`src/tmu_pkg.sv`:
```
// Purpose: constants and carriers for the temporary unprotect option logic
// Assumes: AHB-Lite slave, 32-bit data, one word per register
// Notes: offsets of the option registers are chosen locally
package tmu_pkg;
    localparam logic [7:0] OFS_KEY4 = 8'h00;
    localparam logic [7:0] OFS_KEY5 = 8'h04;
    localparam logic [7:0] OFS_KEY6 = 8'h08;
    localparam logic [7:0] OFS_KEY7 = 8'h0c;
    localparam logic [7:0] OFS_FAIL = 8'h10;
    localparam logic [7:0] OFS_BOOT = 8'h14;
    localparam logic [7:0] OFS_BOOT_N = 8'h18;
    localparam logic [7:0] OFS_CFG = 8'h1c;
    localparam logic [7:0] OFS_STAT = 8'h20;
    localparam logic [3:0] FEATURE_DISABLED = 4'h5;
    localparam logic [7:0] FAIL_LIMIT = 8'h08;
    localparam logic [7:0] BOOT_ON = 8'h55;
    localparam logic [7:0] BOOT_ON_N = 8'haa;
    localparam logic [7:0] KEY_RESET = 8'h00;
    localparam logic [7:0] CFG_RESET = 8'h05;
    localparam logic [1:0] HTRANS_NONSEQ = 2'h2;
    typedef struct packed {
        logic [7:0] b7;
        logic [7:0] b6;
        logic [7:0] b5;
        logic [7:0] b4;
    } key_s;
endpackage

```
`src/temp_unprotect_option_logic.sv`:
```
// Purpose: stored unlock keys, failure counter, erase trigger and boot select
// Assumes: attempts arrive as one-cycle pulses on the core clock
// Notes: erase request holds until erase_done_i clears it with the count below the limit or the feature disabled
`timescale 1ns/100ps
module temp_unprotect_option_logic (
    // clock and reset
    input wire logic core_clk_i,
    input wire logic resetn_i,
    // ahb-lite slave
    input wire logic hsel_i,
    input wire logic [7:0] haddr_i,
    input wire logic [1:0] htrans_i,
    input wire logic hwrite_i,
    input wire logic [2:0] hsize_i,
    input wire logic [31:0] hwdata_i,
    input wire logic hready_i,
    output logic [31:0] hrdata_o,
    output logic hreadyout_o,
    output logic hresp_o,
    // unlock attempt from programming tool
    input wire logic attempt_i,
    input wire tmu_pkg::key_s attempt_key_i,
    // status toward flash and boot logic
    input wire logic code_empty_i,
    input wire logic erase_done_i,
    output logic unlock_ok_o,
    output logic erase_req_o,
    output logic boot_loader_o
);
    tmu_pkg::key_s key_reg;
    logic [7:0] fail_reg;
    logic [7:0] boot_reg;
    logic [7:0] boot_n_reg;
    logic [3:0] cfg_reg;
    logic wr_pend_reg;
    logic [7:0] addr_reg;
    logic [31:0] rdata_next;
    logic feature_on;
    logic bad_try;
    logic fail_wr;

    assign feature_on = (cfg_reg != tmu_pkg::FEATURE_DISABLED);
    assign bad_try = attempt_i && feature_on && (attempt_key_i != key_reg);
    assign fail_wr = wr_pend_reg && (addr_reg == tmu_pkg::OFS_FAIL)
                     && !feature_on;

    // address phase capture; zero wait state from the first clock edge after reset
    always_ff @(posedge core_clk_i or negedge resetn_i) begin
        if (!resetn_i) begin
            wr_pend_reg <= 1'b0;
            addr_reg <= 8'h00;
        end else if (hready_i) begin
            wr_pend_reg <= hsel_i && hwrite_i && (htrans_i == tmu_pkg::HTRANS_NONSEQ);
            addr_reg <= haddr_i;
        end
    end

    always_ff @(posedge core_clk_i or negedge resetn_i) begin
        if (!resetn_i) begin
            hreadyout_o <= 1'b0;
            hresp_o <= 1'b0;
        end else begin
            hreadyout_o <= 1'b1;
            hresp_o <= 1'b0;
        end
    end

    // software writes of key bytes, boot bytes and feature code
    always_ff @(posedge core_clk_i or negedge resetn_i) begin
        if (!resetn_i) begin
            key_reg <= {4{tmu_pkg::KEY_RESET}};
            boot_reg <= 8'h00;
            boot_n_reg <= 8'h00;
            cfg_reg <= tmu_pkg::CFG_RESET[3:0];
        end else if (wr_pend_reg) begin
            unique case (addr_reg)
                tmu_pkg::OFS_KEY4: key_reg.b4 <= hwdata_i[7:0];
                tmu_pkg::OFS_KEY5: key_reg.b5 <= hwdata_i[7:0];
                tmu_pkg::OFS_KEY6: key_reg.b6 <= hwdata_i[7:0];
                tmu_pkg::OFS_KEY7: key_reg.b7 <= hwdata_i[7:0];
                tmu_pkg::OFS_BOOT: boot_reg <= hwdata_i[7:0];
                tmu_pkg::OFS_BOOT_N: boot_n_reg <= hwdata_i[7:0];
                tmu_pkg::OFS_CFG: cfg_reg <= hwdata_i[3:0];
                default: cfg_reg <= cfg_reg;
            endcase
        end
    end

    // failure counter; counting saturates at the limit
    always_ff @(posedge core_clk_i or negedge resetn_i) begin
        if (!resetn_i) begin
            fail_reg <= 8'h00;
        end else if (fail_wr) begin
            fail_reg <= hwdata_i[7:0];
        end else if (bad_try && fail_reg < tmu_pkg::FAIL_LIMIT) begin
            fail_reg <= fail_reg + 8'h01;
        end
    end

    // erase request; set wins over the done clear
    always_ff @(posedge core_clk_i or negedge resetn_i) begin
        if (!resetn_i) begin
            erase_req_o <= 1'b0;
        end else if (fail_reg >= tmu_pkg::FAIL_LIMIT && feature_on) begin
            erase_req_o <= 1'b1;
        end else if (erase_done_i) begin
            erase_req_o <= 1'b0;
        end
    end

    // unlock result and boot choice
    always_ff @(posedge core_clk_i or negedge resetn_i) begin
        if (!resetn_i) begin
            unlock_ok_o <= 1'b0;
            boot_loader_o <= 1'b0;
        end else begin
            if (attempt_i) begin
                unlock_ok_o <= feature_on && !bad_try && fail_reg < tmu_pkg::FAIL_LIMIT;
            end
            boot_loader_o <= code_empty_i || ((boot_reg == tmu_pkg::BOOT_ON)
                             && (boot_n_reg == tmu_pkg::BOOT_ON_N));
        end
    end

    always_comb begin
        rdata_next = 32'h0000_0000;
        unique case (haddr_i)
            tmu_pkg::OFS_KEY4: rdata_next[7:0] = key_reg.b4;
            tmu_pkg::OFS_KEY5: rdata_next[7:0] = key_reg.b5;
            tmu_pkg::OFS_KEY6: rdata_next[7:0] = key_reg.b6;
            tmu_pkg::OFS_KEY7: rdata_next[7:0] = key_reg.b7;
            tmu_pkg::OFS_FAIL: rdata_next[7:0] = fail_reg;
            tmu_pkg::OFS_BOOT: rdata_next[7:0] = boot_reg;
            tmu_pkg::OFS_BOOT_N: rdata_next[7:0] = boot_n_reg;
            tmu_pkg::OFS_CFG: rdata_next[3:0] = cfg_reg;
            tmu_pkg::OFS_STAT: rdata_next[2:0] = {boot_loader_o, erase_req_o, unlock_ok_o};
            default: rdata_next = 32'h0000_0000;
        endcase
    end

    // read data registered from the address phase
    always_ff @(posedge core_clk_i or negedge resetn_i) begin
        if (!resetn_i) begin
            hrdata_o <= 32'h0000_0000;
        end else if (hready_i && hsel_i && !hwrite_i
                     && (htrans_i == tmu_pkg::HTRANS_NONSEQ)) begin
            hrdata_o <= rdata_next;
        end
    end
endmodule

```
`config.mk`:
```
export PLATFORM = sky130hd
export DESIGN_NAME = temp_unprotect_option_logic
export DESIGN_NICKNAME = d
export VERILOG_FILES = /design/src/tmu_pkg.sv /design/src/temp_unprotect_option_logic.sv
export SDC_FILE = /design/constraint.sdc
export NUM_CORES = 1
export LEC_CHECK = 0
export BUFFER_PORTS_ARGS = -buffer_cell sky130_fd_sc_hd__buf_2
export CORE_MARGIN = 3
export CORE_UTILIZATION = 40
export CTS_CLUSTER_DIAMETER = 120
export DETAILED_ROUTE_END_ITERATION = 16
export PLACE_DENSITY = 0.66
export SYNTH_ARGS = -nofsm -noshare
export SYNTH_HDL_FRONTEND = slang
export SYNTH_SLANG_ARGS = --single-unit
```
`constraint.sdc`:
```
create_clock -name core_clk_i -period 1.7 [get_ports core_clk_i]
set_clock_uncertainty 0.05 [all_clocks]
set_input_delay 0.255 -clock core_clk_i [delete_from_list [all_inputs] [get_ports core_clk_i]]
set_output_delay 0.255 -clock core_clk_i [all_outputs]
set_load 0.1 [all_outputs]
```
==> results of run 1 <==
metal layers:
metal / track usage (%) / wire length (um)
met5: 0 / 0
met4: 4.598 / 192
met3: 6.004 / 1060
met2: 33.82 / 5991
met1: 28.32 / 5373
cell type report:
| cell class | count | area [um^2] |
|---|---|---|
| Multi-Input combinational cell | 274 | 2356 |
| Timing Repair Buffer | 140 | 968.4 |
| Clock buffer | 11 | 151.4 |
| Inverter | 9 | 33.78 |
| Tap cell | 136 | 170.2 |
| Fill cell | 924 | 4770 |
| Clock inverter | 5 | 30.03 |
| Sequential cell | 81 | 2029 |
through the flow:
step / cell area (um^2) / utilization (%) / cells / total power, uW / hold WS (ps)
global route: 5739 / 54.61 / 656 / 4469 / 7.861
CTS: 5653 / 53.79 / 654 / 4313 / 9.796
global placement: 5316 / 50.59 / 636 / 2947 / 125.6
detailed placement: 5316 / 50.59 / 636 / 2964 / 129.4
floorplan: 4528 / - / 403 / 2690 / -90.59
finish: 5739 / 54.61 / 656 / 4292 / 14.46
worst max-delay path by stage:
stage,start,to,cells after the start
floorplan,fail_reg[3],fail_reg[1],6
global placement,addr_reg[7],key_reg[14],5
detailed placement,addr_reg[7],key_reg[14],5
CTS,addr_reg[1],boot_reg[2],5
global route,addr_reg[7],key_reg[9],5
finish,addr_reg[7],key_reg[14],5
kinds of logic (layout without fill, tap and decap cells):
kind of cell             Yosys count  after routing  synth area share [%]
AND/OR/NAND/NOR                   94             94                 11.97
other                              2             26                0.1710
multiplexers                      77             77                 20.88
flip-flops                        81             81                 46.21
XOR/XNOR                          34             34                 6.781
buffers and inverters             48            165                 7.208
adder cells (fa/ha/maj)            2              2                0.5697
AO/OA/AOI/OAI                     41             41                 6.211
repair_timing:
item                       4_1_cts  5_1_grt
cloned                           1        0
setup endpoints to repair       62       62
hold endpoints to repair        21        0
pin swaps                       10        7
resized for setup               33       16
buffers inserted                 1        2
hold buffers                     1        0
synthesized netlist by cell type (all sizes together) (2+ instances only):
master	instances
mux2i	14
o21ai	17
conb	2
or3	2
mux4	6
nor2	10
dfstp	2
nor3	8
nand2	40
nor4	6
xnor2	34
a21oi	4
ha	2
nand3b	5
nand4	8
clkbuf	4
inv	9
buf	35
a31oi	2
dfrtp	79
mux2	57
nor4bb	3
a2111oi	3
o22ai	3
nor3b	2
power groups by stage:
| stage | Combinational (uW) | Clock, uW | Sequential (uW) |
|---|---|---|---|
| after floorplan | 559 | 0 | 2130 |
| after global placement | 821 | 0 | 2130 |
| after detailed placement | 834 | 0 | 2130 |
| after CTS | 857 | 1350 | 2100 |
| after global routing | 917 | 1440 | 2120 |
| final | 864 | 1330 | 2100 |
==> results by group, run 1 <==
Flow run
  • Max-cap violation count: 0

Synthesis
  • Ys flop type: dfrtp_1
  • Ys Warns: 0
  • Yosys reg bits: 81
  • Post-synth ARST share: 100.0%
  • Post-Syn Area: 4392 um^2
  • Top post-synthesis cells by area: dfrtp_1, mux2_2, xnor2_1
  • Yosys top cell area share: 45.01%
  • Area leader, netlist: dfrtp_1
  • Mean Syn Cell Area: 11.59 um^2
  • Sequential share of the synthesized area: 46.21%
  • Library cells used by synthesis: 55
  • Mapped Cells: 379
  • Post-synth EDFFs: 0

Worst setup path
  • CP max-delay cell: dfrtp_1
  • Buf+Inv Stages, Crit Path: 1
  • WP data arrival: 2130 ps
  • Largest delay share family, worst path: simple AND/OR/NAND/NOR gates
  • Reg2reg setup slack: -230 ps
  • Critical path capture point type: register
  • Worst R2R Path Depth: 5
  • CP required: 1900 ps
  • Crit Path Class: register to register
  • CP cell instances: nor4_4 > nor4b_4 > and3b_2 > buf_12 > mux2_4
  • CP peak stage delay: 410 ps
  • Worst r2r dst: key_reg[14]
  • RR Startpoint: addr_reg[7]
  • CP max FO: 6
  • Worst Setup Start Kind: register

Final layout
  • Commonest non-fill, non-tap cell in the layout: dfrtp_1
  • Layout Area Growth over Synthesis: 30.68%
  • Nets: 602
  • Max FFs per register: 32
  • Layout cells sized above 1: 48.65%
  • Commonest non-fill, non-tap cells in the layout: dfrtp_1, buf_2, buf_4
  • Ant diodes: 0

Global route
  • Initial antenna violation count: 0
  • First-pass GRT wire length: 19,930 um
  • GRT Residual Overflow: 0
  • GRT Overall Usage: 21.01%
  • Largest net degree at the start of global routing: 32
  • Vias in the first global route: 3,564

Route
  • Initial drt markers: 178
  • DR WL/cell: 19.23 um
  • Vias/cell: 5.209
  • Routed via count: 3,417
  • DRC Markers: 0
  • Final WL: 12,620 um
  • Post-route ant nets: 0
  • TritonRoute pass-1 iters: 4

Run status
  • Failing checks: setup timing
  • Outcome: finished, violations left

Pwr
  • Logic pwr share: 20.1%
  • Part of the power in registers: 49.0%
  • Maximum vdd drop: 0.4238 mV
  • Power Dens Cells: 747.9 nW/um^2
  • Clock share of power: 30.9%
  • Psw: 1351 uW
  • Leakage: 0.002655 uW
  • Sw frac: 31.48%
  • Internal: 2941 uW

Timing
  • Tmin final: 1929 ps
  • Max Slew Vio Count: 0
  • Actual slew at the worst max-slew pin: 531.8 ps
  • Setup TNS: -8174 ps
  • Fmax: 0.5184 GHz
  • Rel. slew slack: 63.63%
  • Final period util: 113.5%
  • Final Hold Viols: 0
  • Final WS setup: -228.9 ps
  • Setup violations, final: 58
  • Unrepaired setup endpoints after global routing: yes

Clocking
  • CTS clk-pin slew, worst paths: 90 ps
  • CTS tree: yes
  • H-tree depth: 3
  • Clock tree root buffer cell: clkbuf_8
  • Clk_lat worst skew: 370 ps
  • Total CTS buffers: 9
  • Clk sinks: 81
  • Clk buf depth: 2

Floorplanning
  • Initial Util: 41.79%
  • Ports: 122
  • Number of cell rows: 37
  • Die width: 110.8 um
  • Core area: 10,510 um^2
  • Die Area: 12,270 um^2
  • Die H: 110.8 um

Worst hold path
  • Hold Crit Depth: 2
  • Min-Delay Startpoint: erase_done_i
  • Hold Path End: erase_req_o
  • HP Class: primary input to register

Placement
  • PortBufs: 69
  • Pre-CTS setup slack: -308.5 ps
  • DPL Wire Length: 9656 um
  • Routability cong.: 0.9299
Power figures use the tool's default switching activity.
==> run 2, diff against run 1 <==
- CELL_PAD_IN_SITES_DETAIL_PLACEMENT: not set -> 1
- CELL_PAD_IN_SITES_GLOBAL_PLACEMENT: not set -> 1
- CORE_UTILIZATION: 40 -> 37
- PLACE_DENSITY: 0.66 -> not set
- PLACE_DENSITY_LB_ADDON: not set -> 0.1
- SLEW_MARGIN: not set -> 25
==> results by group, run 2 (synthesis results as in run 1) <==
Timing
  • Tmin final: 1894 ps
  • Setup violations, final: 57
  • Actual slew at the worst max-slew pin: 503.1 ps
  • Final WS setup: -193.8 ps
  • Final period util: 111.4%
  • Rel. slew slack: 66.46%
  • Final Hold Viols: 0
  • Fmax: 0.5281 GHz
  • Max Slew Vio Count: 0
  • Unrepaired setup endpoints after global routing: yes

Clocking
  • CTS clk-pin slew, worst paths: 60 ps
  • CTS tree: yes
  • Clk buf depth: 2
  • Total CTS buffers: 9
  • Clk sinks: 81
  • Clk_lat worst skew: 350 ps
  • Clock tree root buffer cell: clkbuf_16
  • H-tree depth: 3

Final layout
  • FF+latch area: 2031 um^2
  • Max FFs per register: 32
  • Layout cells sized above 1: 52.33%
  • Ant diodes: 0
  • Multi-input logic area: 2381 um^2
  • Commonest non-fill, non-tap cells in the layout: dfrtp_1, buf_4, buf_2
  • Fill cells: 1,254
  • Core Util, Final: 52.15%
  • Commonest non-fill, non-tap cell in the layout: dfrtp_1
  • Nets: 619
  • Layout Area Growth over Synthesis: 36.75%
  • Cell Count, Final, Fillers Out: 680

Worst setup path
  • Critical path capture point type: register
  • WP data arrival: 2080 ps
  • CP required: 1880 ps
  • Worst Setup Start Kind: register
  • CP max FO: 8
  • Crit Path Class: register to register

Route
  • DR WL/cell: 20.55 um
  • Initial drt markers: 122
  • Vias/cell: 5.174
  • DRC Markers: 0
  • Met3 wire len: 617 um
  • Post-route ant nets: 0
  • Top layer in use: met4
  • Routed via count: 3,518
  • WL met2: 6797 um
  • Final WL: 13,980 um
  • Wl on met1: 6329 um
  • TritonRoute pass-1 iters: 4

Placement
  • PortBufs: 69
  • Routability cong.: 0.8475
  • DPL Wire Length: 10,600 um
  • Cells after DPL: 660

Pwr
  • Leakage: 0.002786 uW
  • Power Dens Cells: 808.6 nW/um^2
  • Post-layout power: 4856 uW
  • Maximum vdd drop: 0.3705 mV

Floorplanning
  • Number of cell rows: 39
  • Initial Util: 38.14%
  • Ports: 122
  • Die Area: 13,210 um^2
  • Die width: 114.9 um
  • Core area: 11,520 um^2
  • Die H: 114.9 um

Global route
  • GRT Residual Overflow: 0
  • First-pass GRT wire length: 21,640 um
  • GRT Overall Usage: 22.13%
  • Initial antenna violation count: 0
  • Vias in the first global route: 3,758
  • Largest net degree at the start of global routing: 36

Flow run
  • Max-cap violation count: 0

Worst hold path
  • HP Class: primary input to register

Run status
  • Outcome: finished, violations left
  • Failing checks: setup timing
==> run 2: cell count changes in the layout (fill, tap and decap cells not counted), moves of 4 or more <==
| cell | before | now |
|---|---|---|
| mux2_2 | 43 | 47 |
| clkbuf_8 | 11 | 2 |
| clkbuf_16 | 0 | 9 |
| buf_6 | 6 | 10 |
| nand2_2 | 1 | 8 |
| nand2_1 | 37 | 29 |
| mux2_4 | 14 | 10 |
| buf_4 | 60 | 73 |
==> run 2: per-stage QoR <==
stage | hold WS [ps] | setup TNS (ps) | instance area [um^2] | setup slack, ps
after global routing | 32.35 | -12410 | 6006 | -281.4
after detailed placement | 209.0 | -11920 | 5440 | -301.3
after floorplan | -90.59 | -781.5 | 4528 | -54.85
after global placement | 204.7 | -11200 | 5440 | -267.0
final | 35.59 | -6982 | 6006 | -193.8
after CTS | 28.49 | -9139 | 5866 | -239.4
==> run 2: repair_timing <==
item                                    in CTS  in global routing
hold buffers                                 1                  0
endpoints found under the hold margin       30                  0
endpoints found under the setup margin      63                 65
buffers inserted                             0                  2
pin swaps                                    8                 21
gates resized for setup                     35                 33
cloned                                       1                  0
==> run 2: report_power, final <==
part | leakage (uW) | switching (uW) | internal [uW]
Clock | 0.000139 | 815 | 1060
Combinational | 0.00167 | 550 | 324
Sequential | 0.000977 | 87.3 | 2010
==> run 2: area by class of cell <==
cell class / count / share of cell area (%)
Multi-Input combinational cell: 274 / 39.65
Sequential cell: 81 / 33.81
Timing Repair Buffer: 157 / 18.42
Clock buffer: 13 / 4.333
Tap cell: 143 / 2.979
Inverter: 9 / 0.5625
Clock inverter: 3 / 0.2500
==> run 2: path summary, 6_finish.rpt <==
kind	cells past startpoint	start	end	slack [ps]
max	5	addr_reg[7]	boot_reg[3]	-190
min	2	erase_done_i	erase_req_o	40
max reg2reg	5	addr_reg[7]	boot_reg[3]	-190
min reg2reg	2	hrdata_o[2]	hrdata_o[2]	430
max in group asynchronous	3	resetn_i	hrdata_o[7]	660
min in group asynchronous	2	resetn_i	key_reg[18]	370
==> run 2: routing by layer <==
| layer | up-vias | track usage, % |
|---|---|---|
| met5 | - | 0 |
| met4 | 0 | 7.746 |
| met3 | 14 | 2.947 |
| met2 | 94 | 36.38 |
| met1 | 1800 | 30.07 |
| li1 | 1610 | - |
==> run 2: critical path, cell delays in order, from the launching register on <==
cell	delay, ps
dfrtp_1	410
nor4_4	300
nor4b_4	290
and3_4	250
buf_12	140
mux2_2	330
==> run 3, diff against run 2 <==
- ABC_AREA: not set -> 1
- CORE_UTILIZATION: 37 -> 34
==> results by group, run 3 <==
Worst setup path
  • Reg2reg setup slack: 20 ps
  • CP cell instances: nor2_2 > nand3_1 > inv_2 > nand4_4 > o21ai_0 > nand2_2 > nand2_2
  • RR Startpoint: addr_reg[1]
  • Worst Setup Start Kind: register
  • CP required: 1940 ps
  • WP data arrival: 1920 ps
  • Crit path top cell by count: nand2_2
  • CP max FO: 9
  • Worst r2r dst: fail_reg[3]
  • CP max-delay cell: dfrtp_1
  • Worst R2R Path Depth: 7
  • CP peak stage delay: 380 ps
  • Critical path capture point type: register
  • Crit Path Class: register to register

Floorplanning
  • Number of cell rows: 41
  • Initial Util: 35.67%
  • Die width: 122.5 um
  • Ports: 122
  • Die Area: 14,990 um^2
  • Core area: 12,930 um^2
  • Die H: 122.5 um

Final layout
  • Cell Count, Final, Fillers Out: 905
  • Layout Area Growth over Synthesis: 28.66%
  • Layout cells sized above 1: 26.33%
  • Commonest non-fill, non-tap cells in the layout: nand2_1, dfrtp_1, buf_2
  • Fill cells: 1,669
  • FF+latch area: 2031 um^2
  • Nets: 815
  • Multi-input logic area: 2266 um^2
  • Commonest non-fill, non-tap cell in the layout: nand2_1
  • Max FFs per register: 32
  • Ant diodes: 0

Synthesis
  • Mean Syn Cell Area: 7.608 um^2
  • Yosys top cell area share: 42.88%
  • Ys Warns: 0
  • Ys flop type: dfrtp_1
  • Sequential share of the synthesized area: 44.02%
  • Yosys reg bits: 81
  • Mapped Cells: 606
  • Most frequent cell after synthesis: nand2_1
  • Library cells used by synthesis: 33
  • Top post-synthesis cells by area: dfrtp_1, nand2_1, inv_1
  • Area leader, netlist: dfrtp_1
  • Top cells by count, synth: nand2_1, dfrtp_1, inv_1
  • Post-Syn Area: 4611 um^2
  • Post-synth EDFFs: 0
  • Post-synth ARST share: 100.0%

Route
  • Final WL: 14,720 um
  • Routed via count: 4,314
  • DR WL/cell: 16.27 um
  • Vias/cell: 4.767
  • DRC Markers: 0
  • TritonRoute pass-1 iters: 4
  • Initial drt markers: 171
  • Post-route ant nets: 0

Placement
  • PortBufs: 69
  • Cells after DPL: 883
  • Routability cong.: 0.8145
  • DPL Wire Length: 11,440 um
  • Pre-CTS setup slack: -95.00 ps

Clocking
  • Clk_lat worst skew: 350 ps
  • CTS clk-pin slew, worst paths: 60 ps
  • H-tree depth: 3
  • Clk buf depth: 2
  • CTS tree: yes
  • Total CTS buffers: 9
  • Clock tree root buffer cell: clkbuf_16
  • Clk sinks: 81

Pwr
  • Post-layout power: 5240 uW
  • Leakage: 0.003249 uW
  • Power Dens Cells: 883.3 nW/um^2
  • Maximum vdd drop: 0.5026 mV

Timing
  • Final period util: 98.56%
  • Tmin final: 1676 ps
  • Setup violations, final: 0
  • Setup TNS: 0 ps
  • Final Hold Viols: 0
  • Final WS setup: 24.47 ps
  • Fmax: 0.5968 GHz
  • Unrepaired setup endpoints after global routing: yes
  • Max Slew Vio Count: 0

Worst hold path
  • Hold Crit Depth: 2
  • Hold Path End: erase_req_o
  • HP Class: primary input to register
  • Min-Delay Startpoint: erase_done_i

Global route
  • Initial antenna violation count: 0
  • GRT Overall Usage: 20.73%
  • Largest net degree at the start of global routing: 29
  • First-pass GRT wire length: 23,400 um
  • GRT Residual Overflow: 0
  • Vias in the first global route: 4,561

Flow run
  • Max-cap violation count: 0

Run status
  • Outcome: complete, no violations
==> run 3: cell count changes in the layout (fill, tap and decap cells not counted), moves of 27 or more <==
cell     previous run  this run
nand2_1            29       173
nand3_1             0        35
inv_1               8        65
o21ai_1            10        45
buf_4              73        46
mux2_2             47         0
o21ai_0             6        38
==> run 3: logic make-up (layout without fill, tap and decap cells) <==
logic type | after synthesis | count (layout) | synth area share, %
flops | 81 | 81 | 44.02
other cells | 2 | 26 | 0.1629
xor+xnor | 25 | 25 | 4.749
fa+ha+maj | 2 | 2 | 0.5427
compound gates | 91 | 91 | 10.09
simple gates | 292 | 292 | 28.79
buf+inv | 113 | 216 | 11.64
==> run 3: worst max-delay path by stage <==
stage	start	end	cells past startpoint
after CTS	addr_reg[6]	fail_reg[2]	9
final	addr_reg[1]	fail_reg[3]	7
after global placement	haddr_i[6]	hrdata_o[4]	11
after global routing	key_reg[15]	fail_reg[1]	11
after floorplan	erase_req_o	hrdata_o[1]	6
after detailed placement	key_reg[21]	fail_reg[2]	12
==> run 3: worst max-delay path: cells and delay by family, from the launching register on <==
kind / cells / cell delay (ps)
AOI/OAI and AO/OA: 1 / 250
buffers and inverters: 1 / 160
DFF: 1 / 380
and+or+nand+nor: 5 / 770
==> run 3: metrics by stage <==
stage	hold WS, ps	area, um^2	util, %
global placement	156.8	5435	42.04
global route	60.11	5932	45.89
CTS	43.19	5787	44.76
floorplan	-90.59	4701	-
detailed placement	162.5	5435	42.04
finish	46.45	5932	45.89
==> run 3: timing repair <==
action,4_1_cts,5_1_grt
setup endpoints to repair,8,23
setup buffers,1,4
hold buffers,1,0
hold endpoints to repair,23,0
pin swaps,0,13
resized for setup,6,31
==> run 3: cell type report <==
| cell class | instances | area share, % |
|---|---|---|
| clock buffer | 14 | 4.619 |
| clock inverter | 2 | 0.5906 |
| inverter | 78 | 4.936 |
| multi-input combinational | 436 | 38.20 |
| sequential | 81 | 34.23 |
| tap | 172 | 3.628 |
| timing repair buffer | 122 | 13.79 |
==> run 3: metal layers <==
metal	up-vias	GRT usage, %	routed length, um
li1	2124	-	-
met1	2086	26.04	6522
met2	85	36.41	7401
met3	19	3.226	466
met4	0	6.788	333
met5	-	0	0
==> run 3: power breakdown <==
| group | leakage, uW | switching [uW] | internal, uW | total (uW) |
|---|---|---|---|---|
| Sequential | 0.000827 | 104 | 2050 | 2150 |
| Combinational | 0.00227 | 720 | 304 | 1020 |
| Clock | 0.000153 | 805 | 1260 | 2060 |
| Total | 0.00325 | 1630 | 3610 | 5240 |
